$ cat config.mk
export PLATFORM = sky130hd
export DESIGN_NAME = sysref_frame_lmfc_alignment
export DESIGN_NICKNAME = d
export VERILOG_FILES = /design/src/rtl/align_pkg.sv /design/src/rtl/align_if.sv /design/src/rtl/sysref_edge_detect.sv /design/src/rtl/frame_lmfc_counter.sv /design/src/rtl/sysref_frame_lmfc_alignment.sv
export SDC_FILE = /design/constraint.sdc
export NUM_CORES = 1
export LEC_CHECK = 0
export ABC_AREA = 1
export BUFFER_PORTS_ARGS = -buffer_cell sky130_fd_sc_hd__buf_2
export CAP_MARGIN = 20
export CORE_MARGIN = 5
export CORE_UTILIZATION = 50
export CTS_CLUSTER_SIZE = 14
export DETAILED_ROUTE_END_ITERATION = 10
export PLACE_DENSITY = 0.82
export SLEW_MARGIN = 20
export SYNTH_ARGS = -nofsm -noshare
export SYNTH_HDL_FRONTEND = slang
export SYNTH_SLANG_ARGS = --single-unit
$ cat constraint.sdc
create_clock -name clk_sys_i -period 5.5 [get_ports clk_sys_i]
set_input_delay 0.275 -clock clk_sys_i [delete_from_list [all_inputs] [get_ports clk_sys_i]]
set_output_delay 0.275 -clock clk_sys_i [all_outputs]
set_load 0.05 [all_outputs]
$ cat src/rtl/align_pkg.sv
package align_pkg;

  // Sampling-clock cycles per frame and frames per multiframe (K)
  localparam int FRAME_CYC_DEF    = 2;
  localparam int K_DEF            = 16;
  // Least SYSREF high time, in frames
  localparam int MIN_PULSE_FRAMES = 2;
  // Quiet frames on the gated SYSREF that close a burst
  localparam int BURST_GAP_FRAMES = 64;

  localparam int CNT_W  = 8;
  localparam int STAT_W = 8;
  localparam int GAP_W  = 16;

  localparam logic [CNT_W-1:0]  POS_RST   = 8'h00;
  localparam logic              START_RST = 1'b1;
  localparam logic [STAT_W-1:0] STAT_RST  = 8'h00;
  localparam logic [STAT_W-1:0] STAT_MAX  = 8'hFF;
  localparam logic [GAP_W-1:0]  GAP_RST   = 16'h0000;

  typedef enum logic [1:0] {
    PH_DEFAULT,
    PH_ESTABLISHED,
    PH_REALIGNED
  } phase_state_t;

  typedef enum logic [1:0] {
    LINK_DOWN,
    LINK_WAIT,
    LINK_UP
  } link_state_t;

endpackage : align_pkg

$ cat src/rtl/align_if.sv
`timescale 1ns/1ps
interface align_if #(
  parameter int CNT_W = align_pkg::CNT_W
);
  logic             edge_pulse;
  logic             gated_level;
  logic             gate_rise_high;
  logic             load;
  logic [CNT_W-1:0] cyc_pos;
  logic [CNT_W-1:0] frame_pos;
  logic             frame_start;
  logic             lmfc_start;

  modport det (output edge_pulse, output gated_level, output gate_rise_high);
  modport cnt (input load, output cyc_pos, output frame_pos, output frame_start, output lmfc_start);
  modport ctl (
    input  edge_pulse,
    input  gated_level,
    input  gate_rise_high,
    input  cyc_pos,
    input  frame_pos,
    input  frame_start,
    input  lmfc_start,
    output load
  );
endinterface : align_if

$ cat src/rtl/sysref_edge_detect.sv
`timescale 1ns/1ps
module sysref_edge_detect (
  input  wire logic clk_sys_i,
  input  wire logic rstn_i,
  input  wire logic sysref_i,
  input  wire logic gate_en_i,
  align_if.det      ifc
);

  logic sync1_reg;
  logic sync2_reg;
  logic gate_reg;
  logic gated_reg;
  logic edge_reg;
  logic rise_high_reg;
  logic gated_next;

  // Pin is asynchronous to the sampling clock
  always_ff @(posedge clk_sys_i or negedge rstn_i) begin
    if (!rstn_i) begin
      sync1_reg <= 1'b0;
      sync2_reg <= 1'b0;
    end else begin
      sync1_reg <= sysref_i;
      sync2_reg <= sync1_reg;
    end
  end

  assign gated_next = sync2_reg & gate_en_i;

  // Opening the gate on a high input looks like a rising edge
  always_ff @(posedge clk_sys_i or negedge rstn_i) begin
    if (!rstn_i) begin
      gate_reg      <= 1'b0;
      gated_reg     <= 1'b0;
      edge_reg      <= 1'b0;
      rise_high_reg <= 1'b0;
    end else begin
      gate_reg      <= gate_en_i;
      gated_reg     <= gated_next;
      edge_reg      <= gated_next & ~gated_reg;
      rise_high_reg <= gate_en_i & ~gate_reg & sync2_reg;
    end
  end

  assign ifc.edge_pulse     = edge_reg;
  assign ifc.gated_level    = gated_reg;
  assign ifc.gate_rise_high = rise_high_reg;

endmodule : sysref_edge_detect

$ cat src/rtl/frame_lmfc_counter.sv
`timescale 1ns/1ps
module frame_lmfc_counter #(
  parameter int FRAME_CYC = align_pkg::FRAME_CYC_DEF,
  parameter int K         = align_pkg::K_DEF
) (
  input  wire logic clk_sys_i,
  input  wire logic rstn_i,
  align_if.cnt      ifc
);

  localparam int                        W        = align_pkg::CNT_W;
  localparam logic [align_pkg::CNT_W-1:0] CYC_LAST = W'(FRAME_CYC - 1);
  localparam logic [align_pkg::CNT_W-1:0] FRM_LAST = W'(K - 1);

  logic [W-1:0] cyc_reg;
  logic [W-1:0] frm_reg;
  logic [W-1:0] cyc_next;
  logic [W-1:0] frm_next;
  logic [W-1:0] base_cyc;
  logic [W-1:0] base_frm;
  logic         fstart_reg;
  logic         lstart_reg;

  // A load makes the present cycle phase zero
  always_comb begin
    base_cyc = ifc.load ? align_pkg::POS_RST : cyc_reg;
    base_frm = ifc.load ? align_pkg::POS_RST : frm_reg;
    if (base_cyc == CYC_LAST) begin
      cyc_next = align_pkg::POS_RST;
      frm_next = (base_frm == FRM_LAST) ? align_pkg::POS_RST : base_frm + W'(1);
    end else begin
      cyc_next = base_cyc + W'(1);
      frm_next = base_frm;
    end
  end

  // Reset gives the default phase
  always_ff @(posedge clk_sys_i or negedge rstn_i) begin
    if (!rstn_i) begin
      cyc_reg    <= align_pkg::POS_RST;
      frm_reg    <= align_pkg::POS_RST;
      fstart_reg <= align_pkg::START_RST;
      lstart_reg <= align_pkg::START_RST;
    end else begin
      cyc_reg    <= cyc_next;
      frm_reg    <= frm_next;
      fstart_reg <= (cyc_next == align_pkg::POS_RST);
      lstart_reg <= (cyc_next == align_pkg::POS_RST) && (frm_next == align_pkg::POS_RST);
    end
  end

  assign ifc.cyc_pos     = cyc_reg;
  assign ifc.frame_pos   = frm_reg;
  assign ifc.frame_start = fstart_reg;
  assign ifc.lmfc_start  = lstart_reg;

endmodule : frame_lmfc_counter

$ cat src/rtl/sysref_frame_lmfc_alignment.sv
`timescale 1ns/1ps
// Behaviour
// - Incoming SYSREF passes an AND gate; gate enable decides detect or ignore.
// - Only the rising edge of gated SYSREF times frame and multiframe clocks.
// - Each detected edge is compared against the present frame and multiframe phase.
// - An edge matching the phase leaves phase and the serial link untouched.
// - A mismatching edge realigns both clocks and breaks the serial link.
// - Periodic SYSREF: first edge sets phase; later well-timed edges change nothing.
// - Gapped SYSREF: the first rising edge of each burst sets phase.
// - An edge inconsistent with the phase forces realignment; a badly timed (too short) pulse on phase only sets width_err_o.
// - One-shot SYSREF: its single rising edge establishes the phase.
// - Asynchronous SYSREF is accepted; latency then varies under two frames.
// - Without any SYSREF the block runs from its default phase.
// - Gate opened on a high input counts as an edge; next true edge realigns.
module sysref_frame_lmfc_alignment #(
  parameter int FRAME_CYC = align_pkg::FRAME_CYC_DEF,
  parameter int K         = align_pkg::K_DEF
) (
  input  wire logic                        clk_sys_i,
  input  wire logic                        rstn_i,
  input  wire logic                        sysref_i,
  input  wire logic                        gate_en_i,
  output logic                             frame_tick_o,
  output logic                             lmfc_tick_o,
  output logic [align_pkg::CNT_W-1:0]      cyc_pos_o,
  output logic [align_pkg::CNT_W-1:0]      frame_pos_o,
  output logic                             sysref_edge_o,
  output logic                             realign_o,
  output logic                             link_break_o,
  output logic                             link_up_o,
  output logic                             established_o,
  output logic                             burst_first_o,
  output logic                             false_edge_o,
  output logic                             width_err_o,
  output logic [align_pkg::STAT_W-1:0]     edge_cnt_o,
  output logic [align_pkg::STAT_W-1:0]     realign_cnt_o
);

  // Pulse and gap limits are in sampling cycles
  localparam int                          SW         = align_pkg::STAT_W;
  localparam int                          GW         = align_pkg::GAP_W;
  localparam logic [align_pkg::GAP_W-1:0] MIN_HIGH   = GW'(align_pkg::MIN_PULSE_FRAMES * FRAME_CYC);
  localparam logic [align_pkg::GAP_W-1:0] GAP_CYC    = GW'(align_pkg::BURST_GAP_FRAMES * FRAME_CYC);
  localparam logic [align_pkg::GAP_W-1:0] GAP_SAT    = {align_pkg::GAP_W{1'b1}};

  // One bundle links the detector, the counters and this control logic
  align_if #(.CNT_W(align_pkg::CNT_W)) ifc ();

  // Phase ownership and link bring-up state
  align_pkg::phase_state_t phase_reg;
  align_pkg::link_state_t  link_reg;

  // Edge classification and status flops
  logic          mismatch;
  logic          match;
  logic          gated_prev_reg;
  logic          pulse_fall;
  logic [GW-1:0] high_cnt_reg;
  logic [GW-1:0] quiet_cnt_reg;
  logic          in_burst_reg;
  logic          established_reg;
  logic          realign_reg;
  logic          break_reg;
  logic          link_up_reg;
  logic          burst_first_reg;
  logic          false_edge_reg;
  logic          width_err_reg;
  logic [SW-1:0] edge_cnt_reg;
  logic [SW-1:0] realign_cnt_reg;

  sysref_edge_detect u_edge (
    .clk_sys_i (clk_sys_i),
    .rstn_i    (rstn_i),
    .sysref_i  (sysref_i),
    .gate_en_i (gate_en_i),
    .ifc       (ifc.det)
  );

  // Free running; only a mismatching edge reloads the phase
  frame_lmfc_counter #(
    .FRAME_CYC (FRAME_CYC),
    .K         (K)
  ) u_cnt (
    .clk_sys_i (clk_sys_i),
    .rstn_i    (rstn_i),
    .ifc       (ifc.cnt)
  );

  // Saturating increment, shared by both statistics counters
  function automatic logic [SW-1:0] sat_inc(input logic [SW-1:0] v);
    sat_inc = (v == align_pkg::STAT_MAX) ? v : v + SW'(1);
  endfunction : sat_inc

  // The edge is the phase-zero reference; lmfc_start marks the counters there
  assign match    = ifc.edge_pulse & ifc.lmfc_start;
  // Covers a first edge off the default phase, stray edges and mistimed edges alike
  assign mismatch = ifc.edge_pulse & ~ifc.lmfc_start;
  assign ifc.load = mismatch;

  // Phase ownership: default until the first edge, then SYSREF-derived
  always_ff @(posedge clk_sys_i or negedge rstn_i) begin
    if (!rstn_i) begin
      phase_reg <= align_pkg::PH_DEFAULT;
    end else begin
      unique case (phase_reg)
        // Any first edge leaves the default phase, aligned or not
        align_pkg::PH_DEFAULT: begin
          if (mismatch) begin
            phase_reg <= align_pkg::PH_REALIGNED;
          end else if (match) begin
            phase_reg <= align_pkg::PH_ESTABLISHED;
          end
        end
        // Aligned edges leave it here
        align_pkg::PH_ESTABLISHED: begin
          if (mismatch) begin
            phase_reg <= align_pkg::PH_REALIGNED;
          end
        end
        // Lasts one cycle unless mismatches follow back to back
        align_pkg::PH_REALIGNED: begin
          if (mismatch) begin
            phase_reg <= align_pkg::PH_REALIGNED;
          end else begin
            phase_reg <= align_pkg::PH_ESTABLISHED;
          end
        end
      endcase
    end
  end

  // Set on the first edge of any kind; held until reset
  always_ff @(posedge clk_sys_i or negedge rstn_i) begin
    if (!rstn_i) begin
      established_reg <= 1'b0;
    end else if (ifc.edge_pulse && phase_reg == align_pkg::PH_DEFAULT) begin
      established_reg <= 1'b1;
    end
  end

  // Link drops on realignment and comes back on the next multiframe boundary
  always_ff @(posedge clk_sys_i or negedge rstn_i) begin
    if (!rstn_i) begin
      link_reg <= align_pkg::LINK_DOWN;
    end else begin
      unique case (link_reg)
        // One cycle down so the break is seen before the wait
        align_pkg::LINK_DOWN: begin
          link_reg <= align_pkg::LINK_WAIT;
        end
        // A mismatch during bring-up restarts the wait from the new phase
        align_pkg::LINK_WAIT: begin
          if (mismatch) begin
            link_reg <= align_pkg::LINK_WAIT;
          end else if (ifc.lmfc_start) begin
            link_reg <= align_pkg::LINK_UP;
          end
        end
        // Aligned edges keep the link
        align_pkg::LINK_UP: begin
          if (mismatch) begin
            link_reg <= align_pkg::LINK_DOWN;
          end
        end
      endcase
    end
  end

  // Mirrors the transitions above so the pin is a flop, not a state decode
  always_ff @(posedge clk_sys_i or negedge rstn_i) begin
    if (!rstn_i) begin
      link_up_reg <= 1'b0;
    end else if (link_reg == align_pkg::LINK_UP && mismatch) begin
      link_up_reg <= 1'b0;
    end else if (link_reg == align_pkg::LINK_WAIT && ifc.lmfc_start && !mismatch) begin
      link_up_reg <= 1'b1;
    end else if (link_reg == align_pkg::LINK_DOWN) begin
      link_up_reg <= 1'b0;
    end
  end

  // Event pulses, one cycle each
  always_ff @(posedge clk_sys_i or negedge rstn_i) begin
    if (!rstn_i) begin
      realign_reg <= 1'b0;
      break_reg   <= 1'b0;
    end else begin
      realign_reg <= mismatch;
      break_reg   <= mismatch & (link_reg == align_pkg::LINK_UP);
    end
  end

  // Burst tracking: a long quiet stretch on the gated input closes a burst
  always_ff @(posedge clk_sys_i or negedge rstn_i) begin
    if (!rstn_i) begin
      quiet_cnt_reg <= align_pkg::GAP_RST;
    end else if (ifc.gated_level) begin
      quiet_cnt_reg <= align_pkg::GAP_RST;
    end else if (quiet_cnt_reg != GAP_SAT) begin
      quiet_cnt_reg <= quiet_cnt_reg + GW'(1);
    end
  end

  // Window runs from the fall, so a long pulse never ends its own burst
  always_ff @(posedge clk_sys_i or negedge rstn_i) begin
    if (!rstn_i) begin
      in_burst_reg    <= 1'b0;
      burst_first_reg <= 1'b0;
    end else begin
      burst_first_reg <= ifc.edge_pulse & ~in_burst_reg;
      // Edge wins over the gap timeout
      if (ifc.edge_pulse) begin
        in_burst_reg <= 1'b1;
      end else if (quiet_cnt_reg >= GAP_CYC) begin
        in_burst_reg <= 1'b0;
      end
    end
  end

  // Edge caused by opening the gate on a high input, not a true edge
  always_ff @(posedge clk_sys_i or negedge rstn_i) begin
    if (!rstn_i) begin
      false_edge_reg <= 1'b0;
    end else begin
      false_edge_reg <= ifc.gate_rise_high & ifc.edge_pulse;
    end
  end

  // Pulse-width check on the gated level; too short a pulse is badly timed
  assign pulse_fall = gated_prev_reg & ~ifc.gated_level;

  // Previous gated sample for the falling-edge detect
  always_ff @(posedge clk_sys_i or negedge rstn_i) begin
    if (!rstn_i) begin
      gated_prev_reg <= 1'b0;
    end else begin
      gated_prev_reg <= ifc.gated_level;
    end
  end

  // Counts sampling cycles; a gate closed mid-pulse also shortens it
  always_ff @(posedge clk_sys_i or negedge rstn_i) begin
    if (!rstn_i) begin
      high_cnt_reg <= align_pkg::GAP_RST;
    end else if (!ifc.gated_level) begin
      high_cnt_reg <= align_pkg::GAP_RST;
    end else if (high_cnt_reg != GAP_SAT) begin
      high_cnt_reg <= high_cnt_reg + GW'(1);
    end
  end

  // Sticky until a fresh edge; a new short pulse wins over that clear
  always_ff @(posedge clk_sys_i or negedge rstn_i) begin
    if (!rstn_i) begin
      width_err_reg <= 1'b0;
    end else if (pulse_fall && high_cnt_reg < MIN_HIGH) begin
      width_err_reg <= 1'b1;
    end else if (ifc.edge_pulse) begin
      width_err_reg <= 1'b0;
    end
  end

  // Statistics for bring-up
  always_ff @(posedge clk_sys_i or negedge rstn_i) begin
    if (!rstn_i) begin
      edge_cnt_reg <= align_pkg::STAT_RST;
    end else if (ifc.edge_pulse) begin
      edge_cnt_reg <= sat_inc(edge_cnt_reg);
    end
  end

  // Saturates rather than wraps, so a busy source never reads as quiet
  always_ff @(posedge clk_sys_i or negedge rstn_i) begin
    if (!rstn_i) begin
      realign_cnt_reg <= align_pkg::STAT_RST;
    end else if (mismatch) begin
      realign_cnt_reg <= sat_inc(realign_cnt_reg);
    end
  end

  // Every pin below is a flop, here or in a submodule
  assign frame_tick_o  = ifc.frame_start;
  assign lmfc_tick_o   = ifc.lmfc_start;
  assign cyc_pos_o     = ifc.cyc_pos;
  assign frame_pos_o   = ifc.frame_pos;
  assign sysref_edge_o = ifc.edge_pulse;
  assign realign_o     = realign_reg;
  assign link_break_o  = break_reg;
  assign link_up_o     = link_up_reg;
  assign established_o = established_reg;
  assign burst_first_o = burst_first_reg;
  assign false_edge_o  = false_edge_reg;
  assign width_err_o   = width_err_reg;
  assign edge_cnt_o    = edge_cnt_reg;
  assign realign_cnt_o = realign_cnt_reg;

endmodule : sysref_frame_lmfc_alignment

==> reports/summary.txt <==
==========================================================================================
Rel. slew slack .............................................................       49.46%
Synthesized area ............................................................     4260 µm²
Remaining Overflow, GRT .....................................................            0
Synthesis warning total .....................................................            0
Violations in the final reports .............................................  hold timing
Clock insertion delay at the later pin of the skew report ...................      0.35 ns
Max VDD drop ................................................................     299.7 µV
Number of instances resized during post-cts repair ..........................            0
Fin Hold WS .................................................................  -0.04681 ns
Synth top area share ........................................................       48.75%
CTS tree ....................................................................         done
Cell with the largest stage delay on the worst path .........................      dfstp_2
Register-to-register setup slack ............................................      2.98 ns
Placeable Area ..............................................................     8258 µm²
Number of synthesized flops with an enable pin ..............................            0
Worst slack, placed .........................................................     3.022 ns
Max Slew Vio Count ..........................................................            0
PnR worst setup slack .......................................................     2.982 ns
Number of detailed-route iterations in the first pass .......................            4
Number of buffers and inverters on the critical path ........................            3
Biggest area contributors in the synthesized netlist ........................ dfrtp_1 (49%), nand2_1 (10%), inv_1 (7.4%)
CTS root buf ................................................................     clkbuf_8
Number of cells produced by synthesis .......................................          523
Count of vias placed by the detailed router .................................        3,602
Number of post-CTS setup repair buffers .....................................            0
Worst path top cell family by delay ......................................... simple AND/OR/NAND/NOR gates
Number of top-level pins ....................................................           46
Flop and latch count out of synthesis .......................................           85
Combined global-route utilization of all metal layers .......................       18.49%
Pin count of the biggest net entering global routing ........................           86
Ratio of cells with drive above 1 in the final layout .......................       13.32%
Distinct cell type count of the synthesized netlist .........................           40
Class of the most critical setup path .......................................   reg -> reg
Hold crit path type .........................................................  in -> async
Worst R2R Path Depth ........................................................           15
Total routed wirelength .....................................................      9051 µm
DRC violation total after the first TritonRoute iteration ...................          129
CP max FO ...................................................................           27
Setup TNS after final layout ................................................         0 ns
Cell taking the most area after synthesis ...................................      dfrtp_1
Detailed Place HPWL .........................................................      6443 µm
Initial antenna violation count .............................................            0
Area grow syn2layout ........................................................       12.80%
TritonCTS Sinks .............................................................           85
Share of the clock period used by the worst path after layout ...............       45.78%
Clock Skew ..................................................................  0.008172 ns
Average vias per placed instance ............................................        5.274
Clock edge transition at the registers on the reported setup and hold paths .      0.09 ns
Mean area per synthesized cell ..............................................    8.146 µm²
Critical Path AT ............................................................      2.81 ns
R2r startpoint .............................................................. u_cnt.ifc.lmfc_start
Cell count along the critical path ..........................................           15
Final weighted congestion in routability-driven placement ...................       0.9328
Clock buffer depth ..........................................................            2
NumNets Final ...............................................................          585
Max-cap violations ..........................................................            0
Power density relative to cell area ......................................... 427.9 nW/µm²
Overall die height ..........................................................     102.3 µm
Element type at the critical path end .......................................         flop
Number of global-route vias before repair ...................................        3,480
Post-route DRC ..............................................................            0
Wire length of the first global-routing pass ................................    15,480 µm
Starting density of the core ................................................       51.59%
H-Tree Depth ................................................................            3
Highest attainable clock frequency ..........................................    397.2 MHz
Worst reg2reg endpoint ...................................................... u_cnt.ifc.lmfc_start
Final Util ..................................................................       58.20%
Worst slew pin tran .........................................................    0.7581 ns
Async SR Flop Fraction ......................................................       100.0%
Num CTS Buffers .............................................................            9
Start point of the critical path ............................................ u_cnt.ifc.lmfc_start
Row count ...................................................................           33
Post-layout minimum cycle time ..............................................     2.518 ns
Die Footprint ...............................................................   10,470 µm²
Leakage .....................................................................  0.002561 µW
Number of buffers inserted by port buffering ................................           45
Chip width ..................................................................     102.3 µm
Final antenna diode count ...................................................            0
Drt wl/cell .................................................................     13.25 µm
Critical-path cell list ..................................................... inv_1 > nand2_4 > inv_2 > nor2_1 > ha_1 > inv_1 > nor2_1 > nand3_1 > nor2_1 > nand2_1 > nand2_1 > nand2_1 > nor2_1 > nand2_1 > nor2_2
Finish-stage setup viols ....................................................            0
Sequential cell area fraction in the yosys report ...........................       49.99%
Antenna-violating nets left .................................................            0
Number of nets in the synthesized netlist ...................................          535
Total design power ..........................................................      2056 µW
RSZ-0062 raised after global routing ........................................        false
Type of origin of the critical path .........................................         flop
Hold Fails Final Rpt ........................................................           38
Leading register cell type out of synthesis .................................      dfrtp_1
CTS Hold Buffers Added ......................................................            0
Req. time, crit path ........................................................      5.79 ns
Outcome ..................................................................... finished with violations
CP peak stage delay .........................................................      0.56 ns
==========================================================================================
[worst register-to-register path: cells and delay by family (launching register included)]
kind	cells	cell delay (ns)
and+or+nand+nor	11	1.42
DFF	1	0.56
buffers and inverters	3	0.29
adders and majority gates	1	0.20
[stage by stage]
step	area, µm²	cells
floorplan	4260	523
global placement	4577	667
detailed placement	4577	667
CTS	4802	683
global route	4806	683
finish	4806	683
[cells in the final DEF (no fill, tap or decap), types with 3 or more instances in the layout]
master and count:
nand2_1 115, nand4_1 10, or2_2 3, nor4_1 7, nor3_1 13, a31oi_1 5, nor2_1 59, a21oi_1 12
xor2_1 11, nand3b_1 3, nand3_1 46, inv_1 84, ha_1 8, clkbuf_8 11, xnor2_1 7, dfrtp_1 83
buf_2 44, o21ai_0 23
[cell type report]
type | count | area [µm²]
Clock inverter | 4 | 70.07
Clock buffer | 12 | 155.1
Multi-Input combinational cell | 346 | 1765
Inverter | 86 | 322.8
Fill cell | 754 | 3452
Sequential cell | 85 | 2130
Timing Repair Buffer | 45 | 231.5
Tap cell | 105 | 131.4
[power by group]
group / internal [µW] / total (µW) / switching, µW
clock network: 280 / 494 / 214
logic: 188 / 727 / 540
registers: 731 / 835 / 105
[cell usage after synthesis (2+ instances only)]
master,count
nor2_1,59
dfrtp_1,83
or2_2,3
nand4_1,10
nand3b_1,3
a21oi_1,12
nor2_2,2
nand2_1,115
nor3_1,13
nand3_1,46
nor4_1,7
nor3b_1,2
o21ai_1,2
o31ai_1,2
ha_1,8
inv_1,84
xnor2_1,7
nand2_2,2
o21ai_0,23
o21ai_2,2
dfstp_2,2
xor2_1,11
clkbuf_1,3
a31oi_1,5
a211oi_1,2
[logic make-up after synthesis]
family	after synthesis	synth area share (%)
multiplexers	1	0.2643
buffers and inverters	92	8.575
XOR/XNOR	18	3.700
flip-flops	85	49.99
AO/OA/AOI/OAI	52	6.960
AND/OR/NAND/NOR	267	28.16
adder cells (fa/ha/maj)	8	2.350
[metal layers]
metal	vias to the layer above	GRT usage, %	wire length (µm)
met4	0	7.770	235
met3	24	2.389	419
met1	1703	23.25	4004
met2	105	32.08	4390
li1	1770	-	-
met5	-	0	0
[worst max-delay path by stage]
stage / slack, ns / endpoint
2_1_floorplan: 3.17 / u_cnt.ifc.lmfc_start
3_3_place_gp: 3.26 / u_cnt.ifc.lmfc_start
3_5_place_dp: 3.02 / u_cnt.ifc.lmfc_start
4_1_cts: 2.99 / u_cnt.ifc.lmfc_start
5_1_grt: 2.71 / u_cnt.ifc.lmfc_start
6_report: 2.98 / u_cnt.ifc.lmfc_start
Note: power is estimated with default switching activity, not from simulation.
